==> src/design/rtc_pkg.sv <==
// package: register map, field positions, timing and carrier types for the rtc control block
package rtc_pkg;
	// register indices on the 3-bit select lines
	localparam logic [2:0] ADDR_SEC = 3'h0;
	localparam logic [2:0] ADDR_MIN = 3'h1;
	localparam logic [2:0] ADDR_HOUR = 3'h2;
	localparam logic [2:0] ADDR_DAY = 3'h3;
	localparam logic [2:0] ADDR_MONTH = 3'h4;
	localparam logic [2:0] ADDR_FREEZE = 3'h1;
	localparam logic [2:0] ADDR_CTRL = 3'h7;
	// control word fields
	localparam int CTRL_RUN_BIT = 2;
	localparam int CTRL_ALARM_BIT = 3;
	localparam int CTRL_CLKSEL_LSB = 4;
	localparam logic [7:0] CTRL_RESET = 8'h00;
	// status bits
	localparam int STAT_CLK_BIT = 6;
	localparam int STAT_ALARM_BIT = 7;
	// alarm hour latch reset value keeps alarm from matching during init
	localparam logic [7:0] HOUR_ALARM_RESET = 8'h30;
	// freeze window
	localparam int CLK_HZ = 20_000_000;
	localparam int FREEZE_MS = 250;
	localparam int FREEZE_CYCLES = (CLK_HZ / 1000) * FREEZE_MS;
	localparam int FREEZE_W = 23;

	typedef struct packed {
		logic [7:0] sec;
		logic [7:0] min;
		logic [7:0] hour;
	} alarm_set_t;

	typedef enum logic [1:0] {
		IDLE,
		WRITE,
		READ
	} access_state_t;
endpackage

==> src/design/rtc_control.sv <==
// rtc control word, host access, freeze, interrupt and power-down logic
`timescale 1ns/1ns
module rtc_control #(
	parameter int FREEZE_CYCLES = rtc_pkg::FREEZE_CYCLES
) (
	input wire logic sys_clk_i,
	input wire logic rst_n_i,
	input wire logic io_mode_i,
	input wire logic chip_select_i,
	input wire logic timing_pulse_a_i,
	input wire logic write_or_pulse_b_i,
	input wire logic cpu_read_dir_i,
	input wire logic [2:0] reg_select_lines_i,
	input wire logic [7:0] host_data_lines_i,
	input wire logic power_down_n_i,
	input wire logic sec_tick_i,
	input wire logic [14:0] clk_taps_i,
	input wire logic [7:0] cnt_sec_i,
	input wire logic [7:0] cnt_min_i,
	input wire logic [7:0] cnt_hour_i,
	input wire logic [7:0] cnt_day_i,
	input wire logic [7:0] cnt_month_i,
	output logic [7:0] host_data_lines_o,
	output logic host_data_lines_oe_o,
	output logic int_n_o,
	output logic int_oe_o,
	output logic clock_out_o,
	output logic counter_tick_o,
	output logic [2:0] counter_load_sel_o,
	output logic counter_load_o,
	output logic [7:0] counter_load_data_o,
	output logic [1:0] freq_select_o,
	output rtc_pkg::alarm_set_t alarm_o,
	output logic freeze_active_o
);

	// ------------------------------------------------------------
	// input synchronisers
	// ------------------------------------------------------------
	logic [6:0] sync1_q;
	logic [6:0] sync2_q;
	logic [10:0] bus1_q;
	logic [10:0] bus2_q;
	logic io_mode;
	logic cs_pin;
	logic timing_pulse_a;
	logic write_or_pulse_b;
	logic rd;
	logic pd_n;
	logic tick;
	logic [2:0] sel_lines;
	logic [7:0] din;

	always_ff @(posedge sys_clk_i or negedge rst_n_i)
	begin
		if (!rst_n_i)
		begin
			// memory-mode idle levels: strobes high, mode and select low
			sync1_q <= 7'h1E;
			sync2_q <= 7'h1E;
			bus1_q <= 11'h000;
			bus2_q <= 11'h000;
		end
		else
		begin
			sync1_q <= {io_mode_i, chip_select_i, timing_pulse_a_i, write_or_pulse_b_i,
				cpu_read_dir_i, power_down_n_i, sec_tick_i};
			sync2_q <= sync1_q;
			bus1_q <= {reg_select_lines_i, host_data_lines_i};
			bus2_q <= bus1_q;
		end
	end

	assign io_mode = sync2_q[6];
	assign cs_pin = sync2_q[5];
	assign timing_pulse_a = sync2_q[4];
	assign write_or_pulse_b = sync2_q[3];
	assign rd = sync2_q[2];
	assign pd_n = sync2_q[1];
	assign tick = sync2_q[0];
	assign sel_lines = bus2_q[10:8];
	assign din = bus2_q[7:0];

	// ------------------------------------------------------------
	// edge history and chip select / address latching
	// ------------------------------------------------------------
	logic tpa_prev_q;
	logic tpb_prev_q;
	logic tick_prev_q;
	logic cs_q;
	logic [2:0] io_addr_q;
	logic tpa_fall;
	logic tpb_fall;
	logic wr_rise;

	always_ff @(posedge sys_clk_i or negedge rst_n_i)
	begin
		if (!rst_n_i)
		begin
			tpa_prev_q <= 1'b1;
			tpb_prev_q <= 1'b1;
			tick_prev_q <= 1'b0;
		end
		else
		begin
			tpa_prev_q <= timing_pulse_a;
			tpb_prev_q <= write_or_pulse_b;
			tick_prev_q <= tick;
		end
	end

	assign tpa_fall = tpa_prev_q && !timing_pulse_a;
	assign tpb_fall = tpb_prev_q && !write_or_pulse_b;
	assign wr_rise = !tpb_prev_q && write_or_pulse_b;

	logic powered;

	// tpa tied high keeps the latch transparent
	always_ff @(posedge sys_clk_i or negedge rst_n_i)
	begin
		if (!rst_n_i)
		begin
			cs_q <= 1'b0;
			io_addr_q <= 3'h0;
		end
		else if (powered)
		begin
			if (timing_pulse_a || tpa_fall)
				cs_q <= cs_pin;
			if (timing_pulse_a)
				io_addr_q <= sel_lines;
		end
	end

	logic [2:0] addr;
	assign addr = io_mode ? io_addr_q : sel_lines;

	// ------------------------------------------------------------
	// access detection
	// ------------------------------------------------------------
	logic mem_wr_active;
	logic mem_rd_active;
	logic io_wr_active;
	logic io_rd_window_q;
	logic wr_commit;
	logic access_busy;

	assign mem_wr_active = !io_mode && cs_q && !write_or_pulse_b && rd;
	assign mem_rd_active = !io_mode && cs_q && !rd && write_or_pulse_b;
	assign io_wr_active = io_mode && cs_q && write_or_pulse_b && !rd;

	// io read window opens at pulse a fall, closes at pulse b fall
	always_ff @(posedge sys_clk_i or negedge rst_n_i)
	begin
		if (!rst_n_i)
			io_rd_window_q <= 1'b0;
		else if (!io_mode || !powered || tpb_fall)
			io_rd_window_q <= 1'b0;
		else if (tpa_fall && cs_pin && rd)
			io_rd_window_q <= 1'b1;
	end

	// memory write commits on strobe rise, io write on pulse b fall
	assign wr_commit = powered && cs_q &&
		(io_mode ? (!rd && tpb_fall) : (rd && wr_rise));
	assign access_busy = mem_wr_active || mem_rd_active || io_wr_active || io_rd_window_q;

	// ------------------------------------------------------------
	// power-down deferred to the end of a cycle
	// ------------------------------------------------------------
	logic pd_q;
	always_ff @(posedge sys_clk_i or negedge rst_n_i)
	begin
		if (!rst_n_i)
			pd_q <= 1'b0;
		else if (pd_n)
			pd_q <= 1'b0;
		else if (!access_busy)
			pd_q <= 1'b1;
	end
	assign powered = !pd_q;

	// ------------------------------------------------------------
	// control word and alarm latches
	// ------------------------------------------------------------
	logic [7:0] ctrl_q;
	rtc_pkg::alarm_set_t alarm_q;
	logic [3:0] clk_sel;
	logic alarm_en;
	logic ctrl_wr;
	logic latch_wr;

	assign clk_sel = ctrl_q[rtc_pkg::CTRL_CLKSEL_LSB +: 4];
	assign alarm_en = ctrl_q[rtc_pkg::CTRL_ALARM_BIT];
	assign ctrl_wr = wr_commit && addr == rtc_pkg::ADDR_CTRL;
	assign latch_wr = wr_commit && alarm_en && addr <= rtc_pkg::ADDR_HOUR;

	always_ff @(posedge sys_clk_i or negedge rst_n_i)
	begin
		if (!rst_n_i)
			ctrl_q <= rtc_pkg::CTRL_RESET;
		else if (ctrl_wr)
			ctrl_q <= din;
	end

	always_ff @(posedge sys_clk_i or negedge rst_n_i)
	begin
		if (!rst_n_i)
		begin
			alarm_q.sec <= 8'h00;
			alarm_q.min <= 8'h00;
			alarm_q.hour <= rtc_pkg::HOUR_ALARM_RESET;
		end
		else if (latch_wr)
		begin
			if (addr == rtc_pkg::ADDR_SEC)
				alarm_q.sec <= din;
			else if (addr == rtc_pkg::ADDR_MIN)
				alarm_q.min <= din;
			else
				alarm_q.hour <= din;
		end
	end

	// counter writes go out when bit 3 is low
	always_ff @(posedge sys_clk_i or negedge rst_n_i)
	begin
		if (!rst_n_i)
		begin
			counter_load_o <= 1'b0;
			counter_load_sel_o <= 3'h0;
			counter_load_data_o <= 8'h00;
		end
		else
		begin
			counter_load_o <= wr_commit && !alarm_en && addr <= rtc_pkg::ADDR_MONTH;
			counter_load_sel_o <= addr;
			counter_load_data_o <= din;
		end
	end

	// ------------------------------------------------------------
	// freeze: arm on address one write, hold one tick
	// ------------------------------------------------------------
	logic freeze_q;
	logic pend_q;
	logic [rtc_pkg::FREEZE_W-1:0] frz_cnt_q;
	logic tick_rise;
	logic hold;

	assign tick_rise = tick && !tick_prev_q;
	assign hold = freeze_q || access_busy;

	always_ff @(posedge sys_clk_i or negedge rst_n_i)
	begin
		if (!rst_n_i)
		begin
			freeze_q <= 1'b0;
			frz_cnt_q <= '0;
		end
		else if (wr_commit && addr == rtc_pkg::ADDR_FREEZE)
		begin
			freeze_q <= 1'b1;
			frz_cnt_q <= rtc_pkg::FREEZE_W'(FREEZE_CYCLES - 1);
		end
		else if (freeze_q && !access_busy)
		begin
			// window expiry is the only release; host accesses pause the countdown
			if (frz_cnt_q == '0)
				freeze_q <= 1'b0;
			else
				frz_cnt_q <= frz_cnt_q - 1'b1;
		end
	end

	always_ff @(posedge sys_clk_i or negedge rst_n_i)
	begin
		if (!rst_n_i)
		begin
			pend_q <= 1'b0;
			counter_tick_o <= 1'b0;
		end
		else
		begin
			counter_tick_o <= 1'b0;
			if (hold)
			begin
				if (tick_rise)
					pend_q <= 1'b1;
			end
			else if (pend_q || tick_rise)
			begin
				pend_q <= 1'b0;
				counter_tick_o <= ctrl_q[rtc_pkg::CTRL_RUN_BIT];
			end
		end
	end

	// ------------------------------------------------------------
	// clock out and interrupt status
	// ------------------------------------------------------------
	logic wave;
	logic wave_prev_q;
	logic [1:0] status_q;
	logic alarm_match;
	logic clk_fall;

	assign wave = clk_sel == 4'h0 ? 1'b1 : clk_taps_i[clk_sel - 4'h1];
	assign clk_fall = clk_sel != 4'h0 && wave_prev_q && !wave;
	assign alarm_match = alarm_en && cnt_sec_i == alarm_q.sec &&
		cnt_min_i == alarm_q.min && cnt_hour_i == alarm_q.hour;

	always_ff @(posedge sys_clk_i or negedge rst_n_i)
	begin
		if (!rst_n_i)
			wave_prev_q <= 1'b1;
		else
			wave_prev_q <= wave;
	end

	// set wins over the control-write clear
	always_ff @(posedge sys_clk_i or negedge rst_n_i)
	begin
		if (!rst_n_i)
			status_q <= 2'b00;
		else
		begin
			status_q[0] <= clk_fall || (status_q[0] && !ctrl_wr);
			status_q[1] <= alarm_match || (status_q[1] && !ctrl_wr);
		end
	end

	always_ff @(posedge sys_clk_i or negedge rst_n_i)
	begin
		if (!rst_n_i)
			clock_out_o <= 1'b1;
		else
			clock_out_o <= powered ? wave : 1'b0;
	end

	logic irq;
	assign irq = |status_q;
	// in power-down only an active interrupt drives; otherwise released
	assign int_n_o = !irq;
	assign int_oe_o = powered || irq;

	// ------------------------------------------------------------
	// read data
	// ------------------------------------------------------------
	logic [7:0] rdata;
	always_comb
	begin
		rdata = 8'h00;
		if (addr == rtc_pkg::ADDR_CTRL)
		begin
			rdata[rtc_pkg::STAT_CLK_BIT] = status_q[0];
			rdata[rtc_pkg::STAT_ALARM_BIT] = status_q[1];
		end
		else if (addr == rtc_pkg::ADDR_SEC)
			rdata = cnt_sec_i;
		else if (addr == rtc_pkg::ADDR_MIN)
			rdata = cnt_min_i;
		else if (addr == rtc_pkg::ADDR_HOUR)
			rdata = cnt_hour_i;
		else if (addr == rtc_pkg::ADDR_DAY)
			rdata = cnt_day_i;
		else if (addr == rtc_pkg::ADDR_MONTH)
			rdata = cnt_month_i;
	end

	always_ff @(posedge sys_clk_i or negedge rst_n_i)
	begin
		if (!rst_n_i)
		begin
			host_data_lines_o <= 8'h00;
			host_data_lines_oe_o <= 1'b0;
		end
		else
		begin
			host_data_lines_o <= rdata;
			host_data_lines_oe_o <= powered && (mem_rd_active || io_rd_window_q);
		end
	end

	assign freq_select_o = ctrl_q[1:0];
	assign alarm_o = alarm_q;
	assign freeze_active_o = freeze_q;

endmodule // rtc_control

==> config.mk <==
export PLATFORM = sky130hd
export DESIGN_NAME = rtc_control
export DESIGN_NICKNAME = d
export VERILOG_FILES = /design/src/design/rtc_pkg.sv /design/src/design/rtc_control.sv
export SDC_FILE = /design/constraint.sdc
export NUM_CORES = 1
export LEC_CHECK = 0
export BUFFER_PORTS_ARGS = -buffer_cell sky130_fd_sc_hd__buf_2
export CORE_MARGIN = 3
export CORE_UTILIZATION = 30
export DETAILED_ROUTE_END_ITERATION = 8
export HOLD_SLACK_MARGIN = 0.03
export PLACE_DENSITY = 0.58
export SETUP_SLACK_MARGIN = 0.02
export SLEW_MARGIN = 40
export SYNTH_ARGS = -nofsm -noshare
export SYNTH_HDL_FRONTEND = slang
export SYNTH_SLANG_ARGS = --single-unit
export TNS_END_PERCENT = 100
==> constraint.sdc <==
create_clock -name sys_clk_i -period 2.1 [get_ports sys_clk_i]
set_input_delay 0.315 -clock sys_clk_i [delete_from_list [all_inputs] [get_ports sys_clk_i]]
set_output_delay 0.315 -clock sys_clk_i [all_outputs]
set_load 0.005 [all_outputs]
* Yosys cells after proc, flatten, opt, wreduce, memory -nomap -nowiden
Cells that the tools add are included.
Storage, ports and cells: output and inout bits 52, logic and storage cells 148, bits in registers 128, bits of input ports 75
Operators by class: $lt $le $gt $ge 3, bitwise logic cells 3, $add $sub $neg 2, multiplexer cells 28, equal/unequal tests 11, reductions and logical operators 74
Operators by type and width (count):
- $mux 23 | 3
- $mux 8 | 5
- $logic_and 1x1->1 | 33
- $eq 8x8->1 | 3
- $logic_not 23->1 | 1
- $sub 23x1->23 const B | 1
- $mux 1 | 16
- $logic_not 1->1 | 12
- $logic_or 1x1->1 | 12
- $reduce_and 2->1 | 6
- $reduce_bool 2->1 | 4
- $eq 3x2->1 const B | 2
- $eq 3x3->1 const B | 2
- $mux 6 | 1
- $ne 2x2->1 const B | 3
- $reduce_and 3->1 | 2
- $lt 4x5->1 const B | 1
- $bmux 1 s4 | 1
- $logic_not 4->1 | 1
- $reduce_bool 4->1 | 1
- $sub 4x1->4 const B | 1
- $eq 3x1->1 const B | 1
- $le 3x2->1 const B | 1
- $le 3x3->1 const B | 1
- other kinds (5) | 7

* Depth between registers and ports, before layout
Gate-level depths: netlist of the first run.
depth in word-level cells 11, depth in mapped cells 8, mapped depth without buffers 7

* Worst setup path before layout of the first run
OpenSTA, ideal clock, no wires.
kind flip-flop to flip-flop, start point reg sync2_q[3], end point reg ctrl_q[1], stages on the path, launching flop included 6, path buffers 1, setup time 125 ps, slack -35 ps, data required time 1975 ps, data arrival time 2010 ps, clock period less this slack 2135 ps, cell sequence dfstp_2 nor4bb_1 o21ai_0 nor4_1 buf_2 mux2_2
On the way: longest elaborated chain between the ends 6, elaborated cells on any way between the ends 8, classes of those cells 1 x mux; 7 x reduce/logical
Ends and longest elaborated chain:
- from (decl) | RTL line rtc_control.sv:41 | logic [6:0] sync2_q;
- from (signal assigned) | RTL line rtc_control.sv:68 | sync2_q <= sync1_q;
- $logic_not 1->1 | RTL line rtc_control.sv:113 | assign tpb_fall = tpb_prev_q && !write_or_pulse_b;
- $logic_and 1x1->1 | RTL line rtc_control.sv:113
- $logic_and 1x1->1 | RTL line rtc_control.sv:165 | (io_mode ? (!rd && tpb_fall) : (rd && wr_rise));
- $mux 1 (*) | RTL line rtc_control.sv:165
- $logic_and 1x1->1 (*) | RTL line rtc_control.sv:164 | assign wr_commit = powered && cs_q &&
- $logic_and 1x1->1 (*) | RTL line rtc_control.sv:195 | assign ctrl_wr = wr_commit && addr == rtc_pkg::ADDR_CTRL;
- to (signal assigned) | RTL line rtc_control.sv:201 | ctrl_q <= rtc_pkg::CTRL_RESET;
- to (signal assigned) | RTL line rtc_control.sv:203 | ctrl_q <= din;
- to (decl) | RTL line rtc_control.sv:186 | logic [7:0] ctrl_q;
Every way passes the cells marked *; elsewhere a longest branch is shown, timed or not. A chain may end at the register's enable or synchronous reset.

* Worst setup path after layout of the first run
start point reg sync2_q[3], end point reg alarm_q, in the netlist alarm_o[15]
On the way: longest elaborated chain between the ends 8, elaborated cells on any way between the ends 10, classes of those cells 1 x mux; 9 x reduce/logical
Ends and longest elaborated chain:
- $logic_not 1->1 | RTL line rtc_control.sv:113
- $logic_and 1x1->1 | RTL line rtc_control.sv:113
- $logic_and 1x1->1 | RTL line rtc_control.sv:165
- $mux 1 (*) | RTL line rtc_control.sv:165
- $logic_and 1x1->1 (*) | RTL line rtc_control.sv:164
- $logic_and 1x1->1 (*) (2 in a row) | RTL line rtc_control.sv:196 | assign latch_wr = wr_commit && alarm_en && addr <= rtc_pkg::ADDR_HOUR;
- $reduce_and 3->1 (no source line) (*)
- to (decl) | RTL line rtc_control.sv:187 | rtc_pkg::alarm_set_t alarm_q;
Marks and branches as above.

==> flow_summary.yaml, run 1 <==
status:
  status: "completed"
timing:
  timing.slew.headroom: 0.656
  clock_skew_ps: 7.21
  rsz0062_at_grt: "yes"
  final.period_utilization: 0.964
  max_slew.worst_pin.slew_ps: 511
  hold_viol_final: 0
  max_freq_mhz: 494
  drv_slew: 0
  setup_viol: 0
  layout_min_cycle_time_ps: 2030
routing:
  via_per_inst: 4.94
  wl_per_cell_um: 17.2
  vias: 4268
  dr.pass1.iters: 5
  ant_nets: 0
  finalWirelength_mm: 14.9
  drc: 0
  first_iter_violations: 270
setup_path:
  cp.arrival_ps: 2320
  cpLargestDelayFamily: "simple AND/OR/NAND/NOR gates"
  cp.depth: 5
  setup.worst_path.start_class: "flip-flop"
  crit_chain: "nor4bb_4, o2111ai_4, nor3_4, buf_6, mux2_2"
  slowest_stage: "dfstp_2"
  crit_buf_inv: 1
  reg2regPathDepth: 5
  r2r_setup_slack_ps: 70
  cp-end-kind: "flip-flop"
  path_max_fanout: 7
  worstPathRequired_ps: 2400
  cpPeakStageDelay_ps: 590
  crit_type: "reg -> reg"
finish:
  synthToLayoutAreaGrowth_pct: 39.3
  fin_nets: 704
  drive_above_1_share: 0.449
  fin_area_sq_mm: 0.00761
  n_fill_cell: 1632
  final_cells: 864
  final_util: 0.434
  antennaDiodeCount: 0
  seq_area_sq_mm: 0.00322
  multi_input_area_sq_mm: 0.00226
placed_design:
  postPlaceCellArea_sq_mm: 0.00662
  routabilityCongestion: 0.913
  dpl.cell_count: 812
  portBuffers: 126
  hpwl_mm: 11.1
die:
  die_area_sq_mm: 0.0199
  start_util: 0.311
  pin_count: 127
  rows: 48
  core_sq_mm: 0.0175
  die-width_um: 141
  die_y_um: 141
worst_hold_path:
  min_path_type: "in -> reg"
  hold_depth: 3
clocking:
  numClockSinks: 128
  clock_latency_ps: 420
  clk_pin_slew_ps: 60
  h-tree-depth: 4
  clock-root-buffer: "clkbuf_16"
  cts_tree: "done"
  clk_path_buf_depth: 2
  numCtsBuffers: 17
yosys:
  yosys_warnings: 0
  avgSynthCellArea_sq_um: 12.5
  synth_cell_types: 56
  synth_edf_count: 0
  seq_area_frac_synth: 0.590
  synth_nets: 515
  synth_cells: 437
  syn_area_sq_mm: 0.00546
  synth_ff_type: "dfrtp_1"
  ys_ff_latch: 128
  async_flop_share: 1.00
power_and_ir_drop:
  leakagePower_nw: 3.55
  finalPower_w: 0.00825
  peakVddDrop_v: 0.000615
  p_per_area_mw_per_mm2: 1080
grt:
  grt_max_degree: 59
  grtUsageTotal: 0.150
  grt_antenna_before_repair: 0
  grt_overflow: 0
  grt_pass1_wl_mm: 23.3
  grt_pass1_vias: 4308
run:
  maxCapViolCount: 0
[placed cells by master (no fill, tap or decap), types with 3 or more instances in the layout]
cell           netlist  layout
xor2_1              16      16
nor3_4               0       3
a21oi_1             12      12
o31ai_1              9       9
mux2i_1              6       5
nand4b_1             4       4
o21a_1               5       5
clkbuf_16            0      17
buf_6                1       5
inv_2                2       3
inv_1               11      11
nand2b_1             3       3
inv_6                0       5
dlygate4sd3_1        0      19
clkinvlp_4           0       3
dfstp_2             14      14
nor4_1               8       6
xnor2_1             10      10
dfrtp_1            114     113
o21bai_1             3       3
nor3_2               5       4
buf_4                2      33
nand4_1              6       6
buf_2                2     125
bufinv_16            0       4
nand3_1             14      12
a31oi_1              8       7
nand2_1             22      22
or4_1                6       5
or3_1               13      13
o21ai_0             21      18
nor2_1              21      21
mux2_2              35      35
mux4_2               7       7
nor2b_1              4       4
nor3_1               8       6
[synth_stat cells (all sizes together), types with 4 or more instances]
library cell | n | share of area
nand4 | 6 | 0.0069
or4 | 7 | 0.010
dfrtp | 114 | 0.52
xnor2 | 10 | 0.016
o21ai | 21 | 0.019
mux2 | 35 | 0.072
mux2i | 8 | 0.018
nand3 | 14 | 0.013
nand4b | 4 | 0.0064
mux4 | 7 | 0.029
dfstp | 14 | 0.067
o21a | 5 | 0.0069
nor2b | 4 | 0.0046
a31oi | 8 | 0.0092
nor4 | 8 | 0.0092
buf | 6 | 0.0073
or3 | 13 | 0.015
nor2 | 21 | 0.014
a21oi | 12 | 0.011
o31ai | 9 | 0.012
inv | 13 | 0.0089
nor3 | 13 | 0.016
xor2 | 16 | 0.026
nand2 | 22 | 0.015
clkbuf | 8 | 0.0055
[tightest hold or removal path, delay by kind of cell]
| family | cells | cell delay [ps] |
|---|---|---|
| buf+inv | 1 | 100 |
| compound gates | 1 | 70 |
| simple gates | 1 | 50 |
[flip-flops by register name, indices dropped and copies added (netlist names), 2 cells and up]
register,flops
ctrl_q,8
bus1_q,11
sync2_q,7
bus2_q,11
status_q,2
host_data_lines_o,8
alarm_o,24
io_addr_q,3
counter_load_data_o,8
sync1_q,7
counter_load_sel_o,3
frz_cnt_q,23
[stage by stage]
stage	hold WS, ps	setup TNS (ps)	worst slack [ps]
floorplan	19.4	0	20.8
global placement	240	0	15.0
detailed placement	242	0	17.9
CTS	141	0	25.9
global route	154	-113	-14.1
finish	158	0	75.0
[path summary, 6_finish.rpt]
kind,from,to
min in group asynchronous,rst_n_i,bus1_q[1]
hold / removal,cnt_month_i[2],host_data_lines_o[2]
hold reg to reg,bus1_q[0],bus2_q[0]
setup / recovery,sync2_q[3],alarm_o[15]
max in group asynchronous,rst_n_i,clock_out_o
setup reg to reg,sync2_q[3],alarm_o[15]
[cells by family after synthesis]
group	share of synthesized area
and+or+nand+nor	0.134
DFF	0.590
AOI/OAI and AO/OA	0.0868
muxes	0.119
buffers and inverters	0.0225
xor gates and xnor gates	0.0417
adders and majority gates	0.00688
[layer usage]
| metal | vias up | wire length (um) | global-route usage |
|---|---|---|---|
| li1 | 1981 | - | - |
| met1 | 2145 | 6590 | 0.207 |
| met2 | 129 | 7190 | 0.233 |
| met3 | 13 | 892 | 0.0366 |
| met4 | 0 | 193 | 0.0474 |
| met5 | - | 0 | 0 |
[area by class of cell]
class                   instances  area share
multi-input cells             281       0.297
repair buffers                184       0.152
flip-flops and latches        128       0.423
clock inverters                15      0.0270
inverters                      14     0.00691
clock buffers                  17      0.0559
well taps                     225      0.0370
[where the power goes]
group          internal [W]  switching [W]  total (W)  leakage, nW
sequential          0.00285       0.000310    0.00316         1.59
clock               0.00200        0.00113    0.00313        0.301
combinational      0.000911        0.00105    0.00196         1.66
total               0.00576        0.00249    0.00825         3.55
[timing repair]
| action | 4_1_cts | 5_1_grt |
|---|---|---|
| gates resized for setup | 6 | 27 |
| hold buffers | 19 | 0 |
| setup buffers | 0 | 1 |
| endpoints found under the setup margin | 7 | 36 |
| pin swaps | 1 | 4 |
| cloned | 0 | 0 |
| hold endpoints to repair | 40 | 0 |
Note: power is estimated with default switching activity, not from simulation.
==> run 2, diff against run 1 <==
Settings changed: ABC_AREA set to 1, CTS_BUF_LIST set to sky130_fd_sc_hd__clkbuf_4.
==> run 2 against run 1 <==
Against the previous run: flip-flop and latch count unchanged; core utilization decreased by 3.7 points; total power shrank 11%; die area up 8.5%; clock skew is 13 ps higher; fmax up 4.1%; routed wire length is 11% higher; setup slack improved by 80 ps; clock-buffer cell count rose by 1; clock power is 44% lower; non-clock buffer count decreased by 10.
==> flow_summary.yaml, run 2 <==
status:
  status: "completed"
placed_design:
  dpl.cell_count: 1108
  dp_slack_ps: 104
  portBuffers: 126
  hpwl_mm: 12.5
  routabilityCongestion: 0.875
  postPlaceCellArea_sq_mm: 0.00696
setup_path:
  crit_end: "int_oe_o"
  reg2reg_from: "sync2_q[6]"
  crit_buf_inv: 1
  crit_start: "status_q[0]"
  cpLargestDelayFamily: "simple AND/OR/NAND/NOR gates"
  cpPeakStageDelay_ps: 430
  cp.depth: 3
  cp-end-kind: "output pin"
  r2r_setup_slack_ps: 210
  slowest_stage: "dfrtp_1"
  crit_type: "reg -> out"
  path_max_fanout: 3
  setup.worst_path.start_class: "flip-flop"
  worstPathRequired_ps: 1780
  reg2regPathDepth: 8
  crit_chain: "nor2_1, nand2_1, buf_2"
  rr_endpoint: "frz_cnt_q[11]"
  cp.arrival_ps: 1630
clocking:
  cts_setup_buffers: 0
  cts_tree: "done"
  clk_pin_slew_ps: 130
  numClockSinks: 128
  clk_path_buf_depth: 2
  clock_latency_ps: 550
  clock-root-buffer: "clkbuf_4"
  numCtsBuffers: 17
  h-tree-depth: 4
yosys:
  synth_cells: 719
  synth_cell_types: 33
  synth_top_cell_by_area: "dfrtp_1"
  yosysTopAreaCellShare: 0.480
  synth_nets: 797
  synth_top_cells_by_count: "nand2_1, dfrtp_1, inv_1"
  yosys_warnings: 0
  ys_ff_latch: 128
  seq_area_frac_synth: 0.542
  async_flop_share: 1.00
  synthTopCellsByArea: "dfrtp_1, nand2_1, dfstp_2, inv_1, nand3_1"
  syn_area_sq_mm: 0.00594
  synth_ff_type: "dfrtp_1"
  synth_edf_count: 0
  avgSynthCellArea_sq_um: 8.27
  yosysMostFrequentCell: "nand2_1"
timing:
  final.period_utilization: 0.926
  layout_min_cycle_time_ps: 1940
  max_slew.worst_pin.slew_ps: 397
  max_freq_mhz: 514
  hold_viol_final: 0
  drv_slew: 0
  tns_ps: 0
  timing.slew.headroom: 0.734
  layout_setup_ws_ps: 155
  clock_skew_ps: 20.6
  setup_viol: 0
  rsz0062_at_grt: "no"
routing:
  vias: 5200
  drc: 0
  ant_nets: 0
  dr.pass1.iters: 5
  via_per_inst: 4.44
  finalWirelength_mm: 16.5
  wl_per_cell_um: 14.1
  first_iter_violations: 303
power_and_ir_drop:
  p_per_area_mw_per_mm2: 965
  peakVddDrop_v: 0.000467
  leakagePower_nw: 3.88
grt:
  grt_pass1_vias: 5079
  grtUsageTotal: 0.158
  grt_max_degree: 42
  grt_pass1_wl_mm: 27.0
  grt_antenna_before_repair: 1
  grt_overflow: 0
die:
  rows: 50
  pin_count: 127
  start_util: 0.312
  die_area_sq_mm: 0.0215
  die_y_um: 147
  core_sq_mm: 0.0191
  die-width_um: 147
finish:
  final_common_cell: "nand2_1"
  largest_reg_flops: 24
  drive_above_1_share: 0.236
  final_cells: 1172
  synthToLayoutAreaGrowth_pct: 27.3
  final_util: 0.397
  fin_area_sq_mm: 0.00757
  most-common-layout-cells: "nand2_1, buf_2, dfrtp_1"
  fin_nets: 976
run:
  maxCapViolCount: 0
worst_hold_path:
  min_path_type: "in -> reg"
==> run 2: cell types whose count changed in the layout (fill, tap and decap cells not counted), moves of 18 or more <==
cell | before | now
nand2_1 | 22 | 214
inv_1 | 11 | 88
nor2_1 | 21 | 73
nand3_1 | 12 | 57
mux2_2 | 35 | 0
o21ai_0 | 18 | 47
clkbuf_4 | 0 | 18
==> run 2: where the power goes <==
part	switching, W	total (W)	internal (W)
Clock	0.00102	0.00176	0.000735
Combinational	0.00145	0.00238	0.000929
Sequential	0.000326	0.00316	0.00284
==> run 2: logic make-up (layout without fill, tap and decap cells) <==
group / count (synthesis) / in the layout / share of synthesized area
other: 0 / 1 / 0
flip-flops: 128 / 128 / 0.542
AND/OR/NAND/NOR: 379 / 379 / 0.271
buffers and inverters: 104 / 296 / 0.0730
XOR/XNOR: 17 / 17 / 0.0250
AO/OA/AOI/OAI: 88 / 88 / 0.0829
adder cells (fa/ha/maj): 3 / 3 / 0.00632
==> run 2: cell type report <==
cell class	count	area, sq um
inverters	90	338
clock inverters	14	154
clock buffers	18	135
diodes	1	2.50
well taps	260	325
repair buffers	174	1100
multi-input cells	487	2300
flip-flops and latches	128	3220
fillers	1969	11500
==> run 2: worst min path at each step <==
stage	slack, ps	start	end	cells after the start
6_report	80	cnt_month_i[7]	host_data_lines_o[7]	5
5_1_grt	50	cnt_month_i[7]	host_data_lines_o[7]	5
4_1_cts	40	cnt_hour_i[6]	host_data_lines_o[6]	5
3_5_place_dp	260	rst_n_i	counter_load_data_o[0]	1
3_3_place_gp	260	rst_n_i	counter_load_data_o[0]	1
2_1_floorplan	20	rst_n_i	alarm_o[0]	0
==> run 2: worst reg2reg max path, cell delays in order (launching register included) <==
cell and delay [ps]:
dfrtp_2 520, o21ai_4 360, nand3_4 150, nor2_4 240
a21oi_2 60, buf_4 170, buf_4 160, nand2_1 50
nand2_1 60
==> run 2: metrics by stage <==
step                hold WS [ps]  total power, W
floorplan                   19.4         0.00478
global placement             257         0.00552
detailed placement           257         0.00556
CTS                         42.7         0.00738
global route                53.4         0.00791
finish                      83.9         0.00730
==> run 2: per-layer routing <==
metal / vias to the layer above / track usage / share of wire
li1: 2640 / - / -
met1: 2389 / 0.214 / 0.47
met2: 151 / 0.256 / 0.46
met3: 20 / 0.0370 / 0.056
met4: 0 / 0.0433 / 0.011
met5: - / 0 / 0
==> run 2: timing repair <==
| action | 4_1_cts | 5_1_grt |
|---|---|---|
| hold buffers | 31 | 0 |
| resized for setup | 1 | 2 |
| hold endpoints to repair | 116 | 0 |
| endpoints found under the setup margin | 1 | 6 |
| pin swaps | 0 | 1 |
